==> src/shared/zao_pkg.sv <==
`default_nettype none
package zao_pkg;
	// ****************************************
	// geometry and output types
	// ****************************************
	localparam int ZONES = 8;
	localparam int OUTS = 8;
	localparam int TIME_W = 8;

	typedef enum logic [2:0] {
		ZAO_OT_NONLATCH = 3'h0,
		ZAO_OT_LATCHED = 3'h1,
		ZAO_OT_PULSED = 3'h2,
		ZAO_OT_TIMED = 3'h3,
		ZAO_OT_AUDIBLE = 3'h4,
		ZAO_OT_SYSARM = 3'h5
	} zao_otype_t;

	typedef enum logic [1:0] {
		ZAO_LOOP_SECURE = 2'h0,
		ZAO_LOOP_ALARM = 2'h1,
		ZAO_LOOP_TROUBLE = 2'h2
	} zao_loop_t;

	// ****************************************
	// timing
	// ****************************************
	localparam longint CLK_HZ = 25000000;
	localparam int TICK_CYCLES = int'(CLK_HZ);
	localparam int PULSE_SEC = 3;
	localparam int BLINK_PER_SEC = 2;
	localparam int BLINK_ON_PCT = 30;
	localparam int BLINK_CYCLES = TICK_CYCLES / BLINK_PER_SEC;
	localparam int BLINK_ON_CYCLES = (BLINK_CYCLES * BLINK_ON_PCT) / 100;
	localparam int DLY_PULSE_CYCLES = TICK_CYCLES / 4;

	// ****************************************
	// factory defaults
	// ****************************************
	localparam logic [63:0] MAP_DEFAULT = 64'h8040_2010_0804_0201;
	localparam logic [2:0] IND_TYPE_DEFAULT = 3'h1;
	localparam logic [2:0] COM1_TYPE_DEFAULT = 3'h4;
	localparam logic [2:0] COM2_TYPE_DEFAULT = 3'h0;
endpackage : zao_pkg
`default_nettype wire

==> src/zao_top.sv <==
//Contract
// - green dark while zone input in alarm
// - green steady again when alarm becomes secure
// - trouble blinks green 2cps 30% until ack
// - alarm or trouble lights red, blinking first
// - acknowledge turns blinking red steady
// - new event turns steady red blinking again
// - red off after secure, ack, then reset
// - non-latch follows alarm, clears when secure
// - latched output holds until zone reset
// - pulsed output off after three seconds
// - reset clears pulsed and timed immediately
// - realarm restarts pulsed and timed period
// - timed output uses programmed on-period
// - audible common pulses during exit/entry delay
// - audible output silenced by acknowledge
// - system-arm output follows master arm input
// - bridge matrix maps any inputs to outputs
// - default bridge is one to one
// - bridged output uses its own type
// - factory defaults latched, audible, non-latch
// - acknowledge input steadies reds, silences audible
// - button acknowledges alarm or resets secured zone
`timescale 1ns/10ps
`default_nettype none
module zao_top #(
	parameter int NZ = zao_pkg::ZONES,
	parameter int NO = zao_pkg::OUTS,
	parameter int TW = zao_pkg::TIME_W,
	parameter int TICK_CYC = zao_pkg::TICK_CYCLES,
	parameter int BLINK_CYC = zao_pkg::BLINK_CYCLES,
	parameter int BLINK_ON = zao_pkg::BLINK_ON_CYCLES,
	parameter int DPULSE_CYC = zao_pkg::DLY_PULSE_CYCLES
) (
	input wire logic clk,
	input wire logic srst,
	input wire logic ce,
	// loop state per zone, two bits each (secure/alarm/trouble)
	input wire logic [2*NZ-1:0] loop_state,
	input wire logic ack_n,
	input wire logic reset_n,
	input wire logic [NZ-1:0] zone_btn,
	input wire logic arm_n,
	input wire logic delay_active,
	// configuration; cfg_load copies these over the factory defaults
	input wire logic cfg_load,
	input wire logic [NZ*NO-1:0] cfg_map,
	input wire logic [3*NO-1:0] cfg_ind_type,
	input wire logic [TW*NO-1:0] cfg_ind_secs,
	input wire logic [2:0] cfg_com1_type,
	input wire logic [2:0] cfg_com2_type,
	input wire logic [TW-1:0] cfg_com1_secs,
	input wire logic [TW-1:0] cfg_com2_secs,
	output logic [NZ-1:0] led_loop,
	output logic [NZ-1:0] led_alarm,
	output logic [NZ-1:0] zone_acked,
	output logic [NO-1:0] ind_out,
	output logic [1:0] com_out
);
	import zao_pkg::*;
	initial begin
		if (NZ != 8 || NO != 8)
			$error("zao_top: default bridge serves 8 by 8 only");
	end

	// ****************************************
	// pin synchronisers
	// ****************************************
	logic [2*NZ-1:0] loop_s1_r, loop_s2_r;
	logic [NZ+3:0] pin_s1_r, pin_s2_r;
	logic [NZ+3:0] pin_raw;
	assign pin_raw = {delay_active, arm_n, reset_n, ack_n, zone_btn};

	// two flops on every loop, button, ack, reset, arm and delay pin; stage one feeds only stage two
	always_ff @(posedge clk) begin
		if (srst) begin
			loop_s1_r <= '0;
			loop_s2_r <= '0;
			pin_s1_r <= {1'b0, 3'h7, {NZ{1'b0}}};
			pin_s2_r <= {1'b0, 3'h7, {NZ{1'b0}}};
		end else if (ce) begin
			loop_s1_r <= loop_state;
			loop_s2_r <= loop_s1_r;
			pin_s1_r <= pin_raw;
			pin_s2_r <= pin_s1_r;
		end
	end

	logic [NZ-1:0] btn_s, btn_prev_r;
	logic ack_s, rst_s, armed_s, dly_s, ack_prev_r, rst_prev_r;
	assign btn_s = pin_s2_r[NZ-1:0];
	assign ack_s = ~pin_s2_r[NZ];
	assign rst_s = ~pin_s2_r[NZ+1];
	assign armed_s = ~pin_s2_r[NZ+2];
	assign dly_s = pin_s2_r[NZ+3];

	// ****************************************
	// timebase
	// ****************************************
	logic sec_tick, blink, dly_pulse;
	zao_timebase #(
		.TICK_CYC(TICK_CYC),
		.BLINK_CYC(BLINK_CYC),
		.BLINK_ON(BLINK_ON),
		.DPULSE_CYC(DPULSE_CYC)
	) u_tb (
		.clk(clk),
		.srst(srst),
		.ce(ce),
		.sec_tick(sec_tick),
		.blink(blink),
		.dly_pulse(dly_pulse)
	);

	// ****************************************
	// configuration store
	// ****************************************
	logic [NZ*NO-1:0] map_r, map_nxt;
	logic [3*NO-1:0] itype_r, itype_nxt;
	logic [TW*NO-1:0] isecs_r, isecs_nxt;
	logic [2:0] c1t_r, c1t_nxt, c2t_r, c2t_nxt;
	logic [TW-1:0] c1s_r, c1s_nxt, c2s_r, c2s_nxt;

	// defaults at reset; a load replaces the whole set at once
	always_comb begin
		map_nxt = map_r;
		itype_nxt = itype_r;
		isecs_nxt = isecs_r;
		c1t_nxt = c1t_r;
		c2t_nxt = c2t_r;
		c1s_nxt = c1s_r;
		c2s_nxt = c2s_r;
		if (cfg_load) begin
			map_nxt = cfg_map;
			itype_nxt = cfg_ind_type;
			isecs_nxt = cfg_ind_secs;
			c1t_nxt = cfg_com1_type;
			c2t_nxt = cfg_com2_type;
			c1s_nxt = cfg_com1_secs;
			c2s_nxt = cfg_com2_secs;
		end
	end

	always_ff @(posedge clk) begin
		if (srst) begin
			map_r <= MAP_DEFAULT;
			itype_r <= {NO{IND_TYPE_DEFAULT}};
			isecs_r <= '0;
			c1t_r <= COM1_TYPE_DEFAULT;
			c2t_r <= COM2_TYPE_DEFAULT;
			c1s_r <= '0;
			c2s_r <= '0;
		end else if (ce) begin
			map_r <= map_nxt;
			itype_r <= itype_nxt;
			isecs_r <= isecs_nxt;
			c1t_r <= c1t_nxt;
			c2t_r <= c2t_nxt;
			c1s_r <= c1s_nxt;
			c2s_r <= c2s_nxt;
		end
	end

	// ****************************************
	// zone state: acknowledge, alarm memory, trouble memory
	// ****************************************
	logic [NZ-1:0] in_alarm, in_trbl, in_secure, event_any;
	logic [NZ-1:0] alm_prev_r, trb_prev_r, alm_rise, alm_fall;
	logic [NZ-1:0] mem_r, mem_nxt, ack_r, ack_nxt, tmem_r, tmem_nxt;
	logic [NZ-1:0] zack_evt, zrst_evt;
	logic ack_edge, rst_edge;

	always_comb begin
		for (int i = 0; i < NZ; i++) begin
			in_alarm[i] = (loop_s2_r[2*i +: 2] == 2'(ZAO_LOOP_ALARM));
			in_trbl[i] = (loop_s2_r[2*i +: 2] == 2'(ZAO_LOOP_TROUBLE));
			in_secure[i] = ~in_alarm[i] & ~in_trbl[i];
		end
	end

	assign alm_rise = in_alarm & ~alm_prev_r;
	assign alm_fall = ~in_alarm & alm_prev_r;
	assign event_any = alm_rise | (in_trbl & ~trb_prev_r);
	assign ack_edge = ack_s & ~ack_prev_r;
	assign rst_edge = rst_s & ~rst_prev_r;

	// per-zone ack and reset events from the common inputs and buttons
	always_comb begin
		for (int i = 0; i < NZ; i++) begin
			zack_evt[i] = ack_edge | (btn_s[i] & ~btn_prev_r[i] & mem_r[i] & ~ack_r[i]);
			zrst_evt[i] = (rst_edge | (btn_s[i] & ~btn_prev_r[i] & ack_r[i]))
			              & ack_r[i] & in_secure[i];
		end
	end

	// a new event wins over an ack or reset in the same cycle
	always_comb begin
		mem_nxt = mem_r;
		ack_nxt = ack_r;
		tmem_nxt = tmem_r;
		for (int i = 0; i < NZ; i++) begin
			if (zack_evt[i] && mem_r[i])
				ack_nxt[i] = 1'b1;
			if (zrst_evt[i]) begin
				mem_nxt[i] = 1'b0;
				ack_nxt[i] = 1'b0;
			end
			if (ack_nxt[i] && in_secure[i])
				tmem_nxt[i] = 1'b0;
			if (in_trbl[i])
				tmem_nxt[i] = 1'b1;
			if (event_any[i]) begin
				mem_nxt[i] = 1'b1;
				ack_nxt[i] = 1'b0;
			end
		end
	end

	always_ff @(posedge clk) begin
		if (srst) begin
			mem_r <= '0;
			ack_r <= '0;
			tmem_r <= '0;
			alm_prev_r <= '0;
			trb_prev_r <= '0;
			btn_prev_r <= '0;
			ack_prev_r <= 1'b0;
			rst_prev_r <= 1'b0;
		end else if (ce) begin
			mem_r <= mem_nxt;
			ack_r <= ack_nxt;
			tmem_r <= tmem_nxt;
			alm_prev_r <= in_alarm;
			trb_prev_r <= in_trbl;
			btn_prev_r <= btn_s;
			ack_prev_r <= ack_s;
			rst_prev_r <= rst_s;
		end
	end

	// ****************************************
	// indicators
	// ****************************************
	logic [NZ-1:0] loop_led_r, loop_led_nxt, alm_led_r, alm_led_nxt;

	always_comb begin
		for (int i = 0; i < NZ; i++) begin
			if (in_alarm[i])
				loop_led_nxt[i] = 1'b0;
			else if (tmem_r[i])
				loop_led_nxt[i] = blink;
			else
				loop_led_nxt[i] = 1'b1;
			alm_led_nxt[i] = mem_r[i] & (ack_r[i] | blink);
		end
	end

	always_ff @(posedge clk) begin
		if (srst) begin
			loop_led_r <= '0;
			alm_led_r <= '0;
		end else if (ce) begin
			loop_led_r <= loop_led_nxt;
			alm_led_r <= alm_led_nxt;
		end
	end

	assign led_loop = loop_led_r;
	assign led_alarm = alm_led_r;
	assign zone_acked = ack_r;

	// ****************************************
	// bridge matrix and outputs
	// ****************************************
	logic [NO-1:0] o_lvl, o_evt, o_ack, o_rst;
	logic any_lvl, any_evt, any_ack, any_rst;

	// each output ORs every mapped zone; map bit z*NO+o links zone z to output o
	always_comb begin
		o_lvl = '0;
		o_evt = '0;
		o_ack = '0;
		o_rst = '0;
		for (int o = 0; o < NO; o++) begin
			for (int z = 0; z < NZ; z++) begin
				if (map_r[z*NO+o]) begin
					o_lvl[o] = o_lvl[o] | in_alarm[z];
					o_evt[o] = o_evt[o] | alm_rise[z];
					o_ack[o] = o_ack[o] | (zack_evt[z] & mem_r[z]);
					o_rst[o] = o_rst[o] | zrst_evt[z];
				end
			end
		end
	end

	assign any_lvl = |in_alarm;
	assign any_evt = |alm_rise;
	assign any_ack = ack_edge | |(zack_evt & mem_r);
	assign any_rst = |zrst_evt;

	genvar g;
	generate
		for (g = 0; g < NO; g++) begin : g_ind
			zao_output #(.TW(TW)) u_ind (
				.clk(clk),
				.srst(srst),
				.ce(ce),
				.otype(zao_otype_t'(itype_r[3*g +: 3])),
				.on_secs(isecs_r[TW*g +: TW]),
				.sec_tick(sec_tick),
				.act_lvl(o_lvl[g]),
				.act_evt(o_evt[g]),
				.ack_evt(o_ack[g]),
				.rst_evt(o_rst[g]),
				.armed(armed_s),
				.delay_run(1'b0),
				.dly_pulse(1'b0),
				.out(ind_out[g])
			);
		end
	endgenerate

	zao_output #(.TW(TW)) u_com1 (
		.clk(clk),
		.srst(srst),
		.ce(ce),
		.otype(zao_otype_t'(c1t_r)),
		.on_secs(c1s_r),
		.sec_tick(sec_tick),
		.act_lvl(any_lvl),
		.act_evt(any_evt),
		.ack_evt(any_ack),
		.rst_evt(any_rst),
		.armed(armed_s),
		.delay_run(dly_s),
		.dly_pulse(dly_pulse),
		.out(com_out[0])
	);

	zao_output #(.TW(TW)) u_com2 (
		.clk(clk),
		.srst(srst),
		.ce(ce),
		.otype(zao_otype_t'(c2t_r)),
		.on_secs(c2s_r),
		.sec_tick(sec_tick),
		.act_lvl(any_lvl),
		.act_evt(any_evt),
		.ack_evt(any_ack),
		.rst_evt(any_rst),
		.armed(armed_s),
		.delay_run(dly_s),
		.dly_pulse(dly_pulse),
		.out(com_out[1])
	);
endmodule : zao_top
`default_nettype wire

==> src/zao_timebase.sv <==
`timescale 1ns/10ps
`default_nettype none
module zao_timebase #(
	parameter int TICK_CYC = zao_pkg::TICK_CYCLES,
	parameter int BLINK_CYC = zao_pkg::BLINK_CYCLES,
	parameter int BLINK_ON = zao_pkg::BLINK_ON_CYCLES,
	parameter int DPULSE_CYC = zao_pkg::DLY_PULSE_CYCLES
) (
	input wire logic clk,
	input wire logic srst,
	input wire logic ce,
	output logic sec_tick,
	output logic blink,
	output logic dly_pulse
);
	import zao_pkg::*;
	initial begin
		if (TICK_CYC < 4 || BLINK_CYC < 2 || BLINK_ON < 1 || BLINK_ON >= BLINK_CYC
		    || DPULSE_CYC < 1)
			$error("zao_timebase: bad timing parameters");
	end

	logic [31:0] sec_cnt_r, sec_cnt_nxt;
	logic [31:0] bl_cnt_r, bl_cnt_nxt;
	logic [31:0] dp_cnt_r, dp_cnt_nxt;
	logic tick_r, tick_nxt, blink_r, blink_nxt, dp_r, dp_nxt;

	// free-running counters: one-second tick, 2 cps blink, delay pulse toggling every DPULSE_CYC cycles
	always_comb begin
		sec_cnt_nxt = sec_cnt_r + 32'h0000_0001;
		tick_nxt = 1'b0;
		if (sec_cnt_r == 32'(TICK_CYC - 1)) begin
			sec_cnt_nxt = 32'h0000_0000;
			tick_nxt = 1'b1;
		end
		bl_cnt_nxt = bl_cnt_r + 32'h0000_0001;
		if (bl_cnt_r == 32'(BLINK_CYC - 1))
			bl_cnt_nxt = 32'h0000_0000;
		blink_nxt = (bl_cnt_nxt < 32'(BLINK_ON));
		dp_cnt_nxt = dp_cnt_r + 32'h0000_0001;
		dp_nxt = dp_r;
		if (dp_cnt_r == 32'(DPULSE_CYC - 1)) begin
			dp_cnt_nxt = 32'h0000_0000;
			dp_nxt = ~dp_r;
		end
	end

	always_ff @(posedge clk) begin
		if (srst) begin
			sec_cnt_r <= 32'h0000_0000;
			bl_cnt_r <= 32'h0000_0000;
			dp_cnt_r <= 32'h0000_0000;
			tick_r <= 1'b0;
			blink_r <= 1'b1;
			dp_r <= 1'b0;
		end else if (ce) begin
			sec_cnt_r <= sec_cnt_nxt;
			bl_cnt_r <= bl_cnt_nxt;
			dp_cnt_r <= dp_cnt_nxt;
			tick_r <= tick_nxt;
			blink_r <= blink_nxt;
			dp_r <= dp_nxt;
		end
	end

	assign sec_tick = tick_r & ce;
	assign blink = blink_r;
	assign dly_pulse = dp_r;
endmodule : zao_timebase
`default_nettype wire

==> src/zao_output.sv <==
`timescale 1ns/10ps
`default_nettype none
// one output channel of any programmed type
module zao_output #(
	parameter int TW = zao_pkg::TIME_W
) (
	input wire logic clk,
	input wire logic srst,
	input wire logic ce,
	input wire zao_pkg::zao_otype_t otype,
	input wire logic [TW-1:0] on_secs,
	input wire logic sec_tick,
	input wire logic act_lvl,
	input wire logic act_evt,
	input wire logic ack_evt,
	input wire logic rst_evt,
	input wire logic armed,
	input wire logic delay_run,
	input wire logic dly_pulse,
	output logic out
);
	import zao_pkg::*;
	initial begin
		if (TW < 2 || TW > 16)
			$error("zao_output: TW out of range");
	end

	logic on_r, on_nxt;
	logic [TW-1:0] left_r, left_nxt;
	logic out_r, out_nxt;

	// on-state and remaining seconds for the selected behaviour
	always_comb begin
		on_nxt = on_r;
		left_nxt = left_r;
		case (otype)
			ZAO_OT_NONLATCH: begin
				on_nxt = act_lvl;
			end
			ZAO_OT_LATCHED: begin
				if (rst_evt)
					on_nxt = 1'b0;
				if (act_evt)
					on_nxt = 1'b1;
			end
			ZAO_OT_PULSED, ZAO_OT_TIMED: begin
				if (on_r && sec_tick) begin
					if (left_r <= TW'(1))
						on_nxt = 1'b0;
					else
						left_nxt = left_r - TW'(1);
				end
				if (rst_evt)
					on_nxt = 1'b0;
				// a fresh alarm restarts the full period, reset or not
				if (act_evt) begin
					on_nxt = 1'b1;
					left_nxt = (otype == ZAO_OT_PULSED) ? TW'(PULSE_SEC) : on_secs;
				end
				if (act_evt && otype == ZAO_OT_TIMED && on_secs == TW'(0))
					on_nxt = 1'b0;
			end
			ZAO_OT_AUDIBLE: begin
				if (ack_evt)
					on_nxt = 1'b0;
				if (act_evt)
					on_nxt = 1'b1;
			end
			default: begin
				on_nxt = 1'b0;
			end
		endcase
		out_nxt = on_nxt;
		if (otype == ZAO_OT_AUDIBLE && delay_run)
			out_nxt = on_nxt | dly_pulse;
		if (otype == ZAO_OT_SYSARM)
			out_nxt = armed;
	end

	always_ff @(posedge clk) begin
		if (srst) begin
			on_r <= 1'b0;
			left_r <= '0;
			out_r <= 1'b0;
		end else if (ce) begin
			on_r <= on_nxt;
			left_r <= left_nxt;
			out_r <= out_nxt;
		end
	end

	assign out = out_r;
endmodule : zao_output
`default_nettype wire

==> config.mk <==
export PLATFORM = sky130hd
export DESIGN_NAME = zao_top
export DESIGN_NICKNAME = d
export VERILOG_FILES = /design/src/shared/zao_pkg.sv /design/src/zao_top.sv /design/src/zao_timebase.sv /design/src/zao_output.sv
export SDC_FILE = /design/constraint.sdc
export NUM_CORES = 1
export LEC_CHECK = 0
export ABC_AREA = 1
export BUFFER_PORTS_ARGS = -buffer_cell sky130_fd_sc_hd__buf_4
export CORE_ASPECT_RATIO = 2
export CORE_MARGIN = 3
export CORE_UTILIZATION = 40
export DETAILED_ROUTE_END_ITERATION = 6
export GPL_TIMING_DRIVEN = 0
export PLACE_DENSITY_LB_ADDON = 0.15
export SLEW_MARGIN = 0
export SYNTH_ARGS = -nofsm -noshare
export SYNTH_HDL_FRONTEND = slang
export SYNTH_HIERARCHICAL = 1
export SYNTH_SLANG_ARGS = --single-unit
==> constraint.sdc <==
create_clock -name clk -period 4.8 [get_ports clk]
set_clock_uncertainty 0.1 [all_clocks]
set_input_delay 0.24 -clock clk [delete_from_list [all_inputs] [get_ports clk]]
set_output_delay 0.24 -clock clk [all_outputs]
set_load 0.1 [all_outputs]
==> results.cfg, run 1 <==
[clock_network]
clk_transition_reported_paths_ns = 0.07
cts_post_setup_buffers_inserted = 0
postCtsHoldBufs = 202
total_of_cells_resized_after_clock_tree_synthesis = 0
htree_levels = 2
total_cts_buffers = 50
cts_num_sinks = 495
cts_max_path_buffers = 3
tritoncts = yes
clk_latency_ns = 0.62
cts_root_buffer_type = clkbuf_16

[min_path]
worst_hold_path_type = primary input to flip-flop
hold_path.startpoint = srst
hold_critical_path_depth = 2

[route]
dr_vias = 28495
post_drt_wl_per_cell_um = 20.5
drt_first_pass_iters = 7
detailed_route_wire_length_um = 110000
drt_iter0_markers = 1838
drt.antenna.violating_nets = 0
drc = 0
vias_per_cell = 5.30

[status]
status = finished, final reports clean

[timing]
period_share_pct = 87.0
tightestPinTransition_ns = 1.43
hold_violations = 0
slew-limit-headroom_pct = 4.60
final-setup-viol-count = 0
setup_repair_after_global_routing_missed_its_margin = false
worst_hold_slack_ns = 0.166
finalMaxSlewViolations = 0
totalNegativeSetupSlack_ns = 0
post-route-min-period_ns = 4.17
fmaxAchievable_ghz = 0.240

[synthesis]
post_synthesis_area_per_instance_sq_um = 6.68
post_synthesis_register_bit_count = 495
ys_types = 52
number_of_enable_type_register_cells_in_the_synthesized_netlist = 0
ys.warnings.count = 6
synth_seq_area_share_pct = 37.6
asyncSetResetFlopFracSynth_pct = 0
netlist_instances = 3951
ys_dominant_reg_cell = dfxtp_1
mappedNetlistArea_sq_um = 26400

[worst_setup_path]
worst_setup_path_type = flip-flop to flip-flop
startpoint_type = flip-flop
r2r-start = loop_s2_r[7]$_SDFFE_PP0P_
worst_setup_path_end_kind = flip-flop
critPathRequiredTime_ns = 5.22
startpoint = loop_s2_r[7]$_SDFFE_PP0P_
timing.critical_path.fanout_max = 9
register_to_register_path_depth = 13
worst_ep_arrival_time_ns = 4.60

[grt]
global_route_wire_length_before_repair_um = 164000
grt_pass1_vias = 28318
antenna_found_initial = 9
pin_count_of_the_biggest_net_entering_global_routing = 58
grt_resource_usage_total_pct = 30.8
grt-ovfl-total = 0

[floorplanning]
die-width_um = 188
ios = 240
chipHeight_um = 369
start_util_pct = 40.5
rows = 132
die_area_sq_um = 69300
design.core.area_sq_um = 65100

[final_layout]
layout.nets = 4704
drive_above_1_share_pct = 13.5
nFillCells = 6734
layout_common_cells = nand2_1, nor2_1, dfxtp_1
area_delta_synth_final_pct = 25.5
mostFrequentLayoutCell = nand2_1

[power]
leakagePower_uw = 0.0143
p_per_area_nw_per_um2 = 328
vdd.ir_drop.worst_mv = 0.283

[placement]
place.port_buffers = 239
gpl.final_weighted_congestion = 1.06
place_hpwl_um = 83400

[run]
max-cap-violations = 0
through the flow:
step	setup slack (ns)	instance area (sq um)	std cells	total power, uW	util, %
floorplan	2.39	26400	3966	5750	-
global placement	0.883	29300	5076	6460	45.1
detailed placement	0.845	29300	5076	6470	45.1
CTS	0.933	33100	5371	10900	50.9
global route	0.679	33100	5372	11300	50.9
finish	0.626	33100	5375	10900	50.9
final timing paths:
path / endpoint / slack (ns)
max: g_ind[5].u_ind/left_r[7]$_SDFFE_PP0P_ / 0.63
min: g_ind[3].u_ind/left_r[2]$_SDFFE_PP0P_ / 0.17
max reg2reg: g_ind[5].u_ind/left_r[7]$_SDFFE_PP0P_ / 0.63
min reg2reg: rst_prev_r$_SDFFE_PP0P_ / 0.36
area by class of cell:
cell class / instances / area [sq um] / area share, %
repair buffers: 441 / 3820 / 11.5
diodes: 4 / 10.0 / 0.0302
well taps: 871 / 1090 / 3.29
plain buffers: 129 / 602 / 1.82
clock buffers: 71 / 1470 / 4.44
multi-input cells: 2892 / 14200 / 42.8
inverters: 450 / 1740 / 5.25
flip-flops and latches: 495 / 9910 / 29.9
clock inverters: 22 / 292 / 0.880
Yosys cell counts, types with 11 or more instances:
cell type    n  share of area, %
nand2_4     14              0.60
buf_2       47              0.89
nand4_1     62               1.5
a22oi_1     13              0.37
dfxtp_1    495                38
xor2_1      40               1.3
nor3_1      33              0.63
o211ai_1    27              0.77
inv_2       52              0.74
nand2_1    722                10
nor4_1      15              0.36
nand2_2     65               1.5
o21ai_1     14              0.27
nor2_1     666               9.5
o21ai_0    376               7.1
nor2_2      50               1.2
inv_1      388               5.5
nand3_2     11              0.42
clkbuf_1    62              0.88
a211oi_1    14              0.40
xnor2_1     14              0.46
nand3_1    184               3.5
ha_1        39               1.8
o22ai_1     77               1.8
a21oi_1    358               6.8
flip-flops by register name, indices dropped and copies added, names as in the netlist, 12 cells and up:
name,flops
pin_s2_r,12
u_tb/bl_cnt_r,32
g_ind.u_ind/left_r,64
loop_s2_r,16
itype_r,24
loop_s1_r,16
isecs_r,64
u_tb/dp_cnt_r,32
u_tb/sec_cnt_r,32
pin_s1_r,12
map_r,64
report_power, final:
part / switching [uW] / internal (uW)
Clock: 1830 / 2470
Sequential: 198 / 4330
Combinational: 1340 / 697
Total: 3370 / 7490
layer usage:
layer | track usage (%) | vias up | part of all wire, %
met1 | 30.9 | 13097 | 35
met5 | 0 | - | 0.021
met3 | 4.63 | 393 | 6.1
met4 | 21.8 | 4 | 8.4
li1 | - | 13955 | -
met2 | 57.4 | 1046 | 51
worst max-delay path: stages, from the launching register on:
cell	delay [ns]
dfxtp_1	0.32
inv_1	0.07
ha_1	0.47
inv_2	0.22
nor2_1	0.67
inv_2	0.30
o211ai_1	0.84
inv_1	0.38
nand2_2	0.19
nand3_4	0.15
inv_6	0.17
nand2_1	0.06
nor2_1	0.08
nor2_1	0.05
cell families (layout without fill, tap and decap cells):
group	after synthesis	count (layout)	synth area share (%)
fa+ha+maj	39	39	1.85
other cells	1	20	0.0142
simple gates	1870	1870	31.3
compound gates	913	913	18.6
flops	495	495	37.6
buf+inv	579	1113	8.87
xor+xnor	54	54	1.79
Note: power is estimated with default switching activity, not from simulation.
==> run 2, diff against run 1 <==
--- a/config.mk
+++ b/config.mk
@@ -6,11 +6,11 @@
 export NUM_CORES = 1
 export LEC_CHECK = 0
 export ABC_AREA = 1
-export BUFFER_PORTS_ARGS = -buffer_cell sky130_fd_sc_hd__buf_4
 export CORE_ASPECT_RATIO = 2
 export CORE_MARGIN = 3
 export CORE_UTILIZATION = 40
 export DETAILED_ROUTE_END_ITERATION = 6
+export DONT_BUFFER_PORTS = 1
 export GPL_TIMING_DRIVEN = 0
 export PLACE_DENSITY_LB_ADDON = 0.15
 export SLEW_MARGIN = 0
==> run 2 against run 1 <==
Compared with the run above:
- first-iteration DRC count increased by 0.76%
- sequential cell count stayed put
- sequential power is 4% higher
- cell area down 5.2%
- hold slack got worse by 0.14 ns
- critical path depth stayed put
- sequential share of layout area grew 1.6 points
- clock power down 2%
- die area unchanged
- clock-buffer cell count increased by 3
- combinational power shrank 17%
- largest cell class unchanged
==> results.cfg, run 2 (synthesis gave the netlist of run 1 again) <==
[route]
met2_length_um = 56200
post_drt_wl_per_cell_um = 21.2
route.layer.met1.wl_um = 37000
drc = 0
highest_layer = met5
detailroute.wirelength.met3_um = 7470
drt.antenna.violating_nets = 0
drt_iter0_markers = 1852
vias_per_cell = 5.37
dr_vias = 27673
drt_first_pass_iters = 7
detailed_route_wire_length_um = 110000

[floorplanning]
die_area_sq_um = 69300
start_util_pct = 40.5
rows = 132
design.core.area_sq_um = 65100
chipHeight_um = 369
die-width_um = 188
ios = 240

[power]
leakagePower_uw = 0.0132
swShare_pct = 31.0
total_power_after_layout_uw = 10600
part_of_the_total_power_dissipated_in_combinational_logic_pct = 15.9
p_int_uw = 7310
p_switching_uw = 3280
clock_power_share_pct = 39.7
seq_pwr_share_pct = 44.4
vdd.ir_drop.worst_mv = 0.301
p_per_area_nw_per_um2 = 337

[worst_setup_path]
crit_top_cell = inv_1
cp_top_family = simple AND/OR/NAND/NOR gates
worstPathBufferInverterCount = 5
critical_path.cell_chain = inv_1, ha_1, inv_1, nor2_1, a21oi_1, nand3b_1, inv_1, nand2_2, nand3_4, inv_6, nand2_2, a21oi_1, dlygate4sd3_1
startpoint_type = flip-flop
register_to_register_path_depth = 13
reg_to_reg_endpoint = g_ind[3].u_ind/left_r[6]$_SDFFE_PP0P_
critPathRequiredTime_ns = 5.26
timing.reg2reg.setup_slack_ns = 0.63
worst_setup_path_type = flip-flop to flip-flop
timing.critical_path.fanout_max = 9
critical_path.max_stage_delay_ns = 0.96
worst_setup_path_end_kind = flip-flop
worst_ep_arrival_time_ns = 4.62
r2r-start = loop_s2_r[5]$_SDFFE_PP0P_
timing.critical_path.slowest_stage_cell = nor2_1

[placement]
gpl.final_weighted_congestion = 1.02
place.port_buffers = 0
place_area_sq_um = 27500
place_hpwl_um = 84200

[final_layout]
share_of_the_core_filled_with_cells_in_the_final_layout_pct = 48.3
post_layout_instance_area_sq_um = 31400
mostFrequentLayoutCell = nand2_1
layout_common_cells = nand2_1, nor2_1, dfxtp_1
area_delta_synth_final_pct = 19.0
drive_above_1_share_pct = 8.56
biggestRegsByFlops = g_ind.u_ind/left_r x64, isecs_r x64, map_r x64
layout.nets = 4471
nFillCells = 6931

[timing]
setup_repair_after_global_routing_missed_its_margin = false
slew-limit-headroom_pct = 12.0
tightestPinTransition_ns = 1.32
totalNegativeSetupSlack_ns = 0
fmaxAchievable_ghz = 0.240
period_share_pct = 86.8
finalMaxSlewViolations = 0
post-route-min-period_ns = 4.17
final-setup-viol-count = 0
hold_violations = 0

[clock_network]
clk_latency_ns = 0.63
cts_post_setup_buffers_inserted = 0
clk_transition_reported_paths_ns = 0.06
cts_max_path_buffers = 3
cts_num_sinks = 495
htree_levels = 2
cts_root_buffer_type = clkbuf_16
total_cts_buffers = 50
tritoncts = yes
total_of_cells_resized_after_clock_tree_synthesis = 0

[grt]
grt-ovfl-total = 0
pin_count_of_the_biggest_net_entering_global_routing = 55
grt_pass1_vias = 27506
global_route_wire_length_before_repair_um = 163000
antenna_found_initial = 19
grt_resource_usage_total_pct = 30.6

[min_path]
hold_critical_path_depth = 2
min_delay_worst_endpoint = u_tb/tick_r$_SDFFE_PP0P_
hold_path.startpoint = srst
worst_hold_path_type = primary input to flip-flop

[run]
max-cap-violations = 0

[status]
status = finished, final reports clean
[run 2: changes by cell type in the layout (fill, tap and decap cells not counted), sizes merged]
cell         before  now
buf             304   67
diode             4   18
clkinv           12    8
dlygate4sd3     202  206
clkbuf          135  138
bufinv            6    5
[run 2: through the flow]
| step | worst slack (ns) | cells | hold slack (ns) |
|---|---|---|---|
| 2_1_floorplan | 2.39 | 3966 | 0.209 |
| 3_3_place_gp | 0.872 | 4837 | 0.232 |
| 3_5_place_dp | 0.982 | 4837 | 0.235 |
| 4_1_cts | 0.793 | 5136 | 0.0000574 |
| 5_1_grt | 0.574 | 5147 | 0.00699 |
| 6_report | 0.634 | 5154 | 0.0272 |
[run 2: worst max path at each step]
| stage | cells past startpoint | startpoint | end |
|---|---|---|---|
| 2_1_floorplan | 13 | zone_acked[0]$_SDFFE_PP0P_ | g_ind[6].u_ind/on_r$_SDFFE_PP0P_ |
| 3_3_place_gp | 13 | loop_s2_r[5]$_SDFFE_PP0P_ | u_com1/left_r[7]$_SDFFE_PP0P_ |
| 3_5_place_dp | 13 | loop_s2_r[5]$_SDFFE_PP0P_ | u_com1/left_r[7]$_SDFFE_PP0P_ |
| 4_1_cts | 13 | loop_s2_r[5]$_SDFFE_PP0P_ | g_ind[3].u_ind/left_r[6]$_SDFFE_PP0P_ |
| 5_1_grt | 13 | loop_s2_r[5]$_SDFFE_PP0P_ | g_ind[3].u_ind/left_r[6]$_SDFFE_PP0P_ |
| 6_report | 13 | loop_s2_r[5]$_SDFFE_PP0P_ | g_ind[3].u_ind/left_r[6]$_SDFFE_PP0P_ |
[run 2: area by class of cell]
class                           count  area, sq um  area share (%)
Clock buffer                       74         1480            4.72
Timing Repair Buffer              208         2120            6.74
Buffer                            129          602            1.92
Sequential cell                   495         9910            31.6
Clock inverter                     17          229           0.729
Antenna cell                       18         45.0           0.143
Tap cell                          871         1090            3.47
Multi-Input combinational cell   2892        14200            45.2
Inverter                          450         1740            5.54
[run 2: metal layers]
metal / vias up / track usage, %
met1: 12778 / 29.6
met3: 368 / 6.16
li1: 13526 / -
met4: 8 / 20.3
met2: 993 / 58.0
met5: - / 0
[run 2: repair_timing]
item,CTS,global route
endpoints found under the hold margin,346,0
endpoints found under the setup margin,0,0
hold buffers,208,0
[run 2: power groups by stage]
stage | logic, uW | clock network (uW) | registers (uW)
detailed placement | 1480 | 0 | 4780
floorplan | 1040 | 0 | 4710
CTS | 1670 | 4290 | 4690
finish | 1680 | 4210 | 4700
global placement | 1470 | 0 | 4780
global route | 1860 | 4430 | 4720
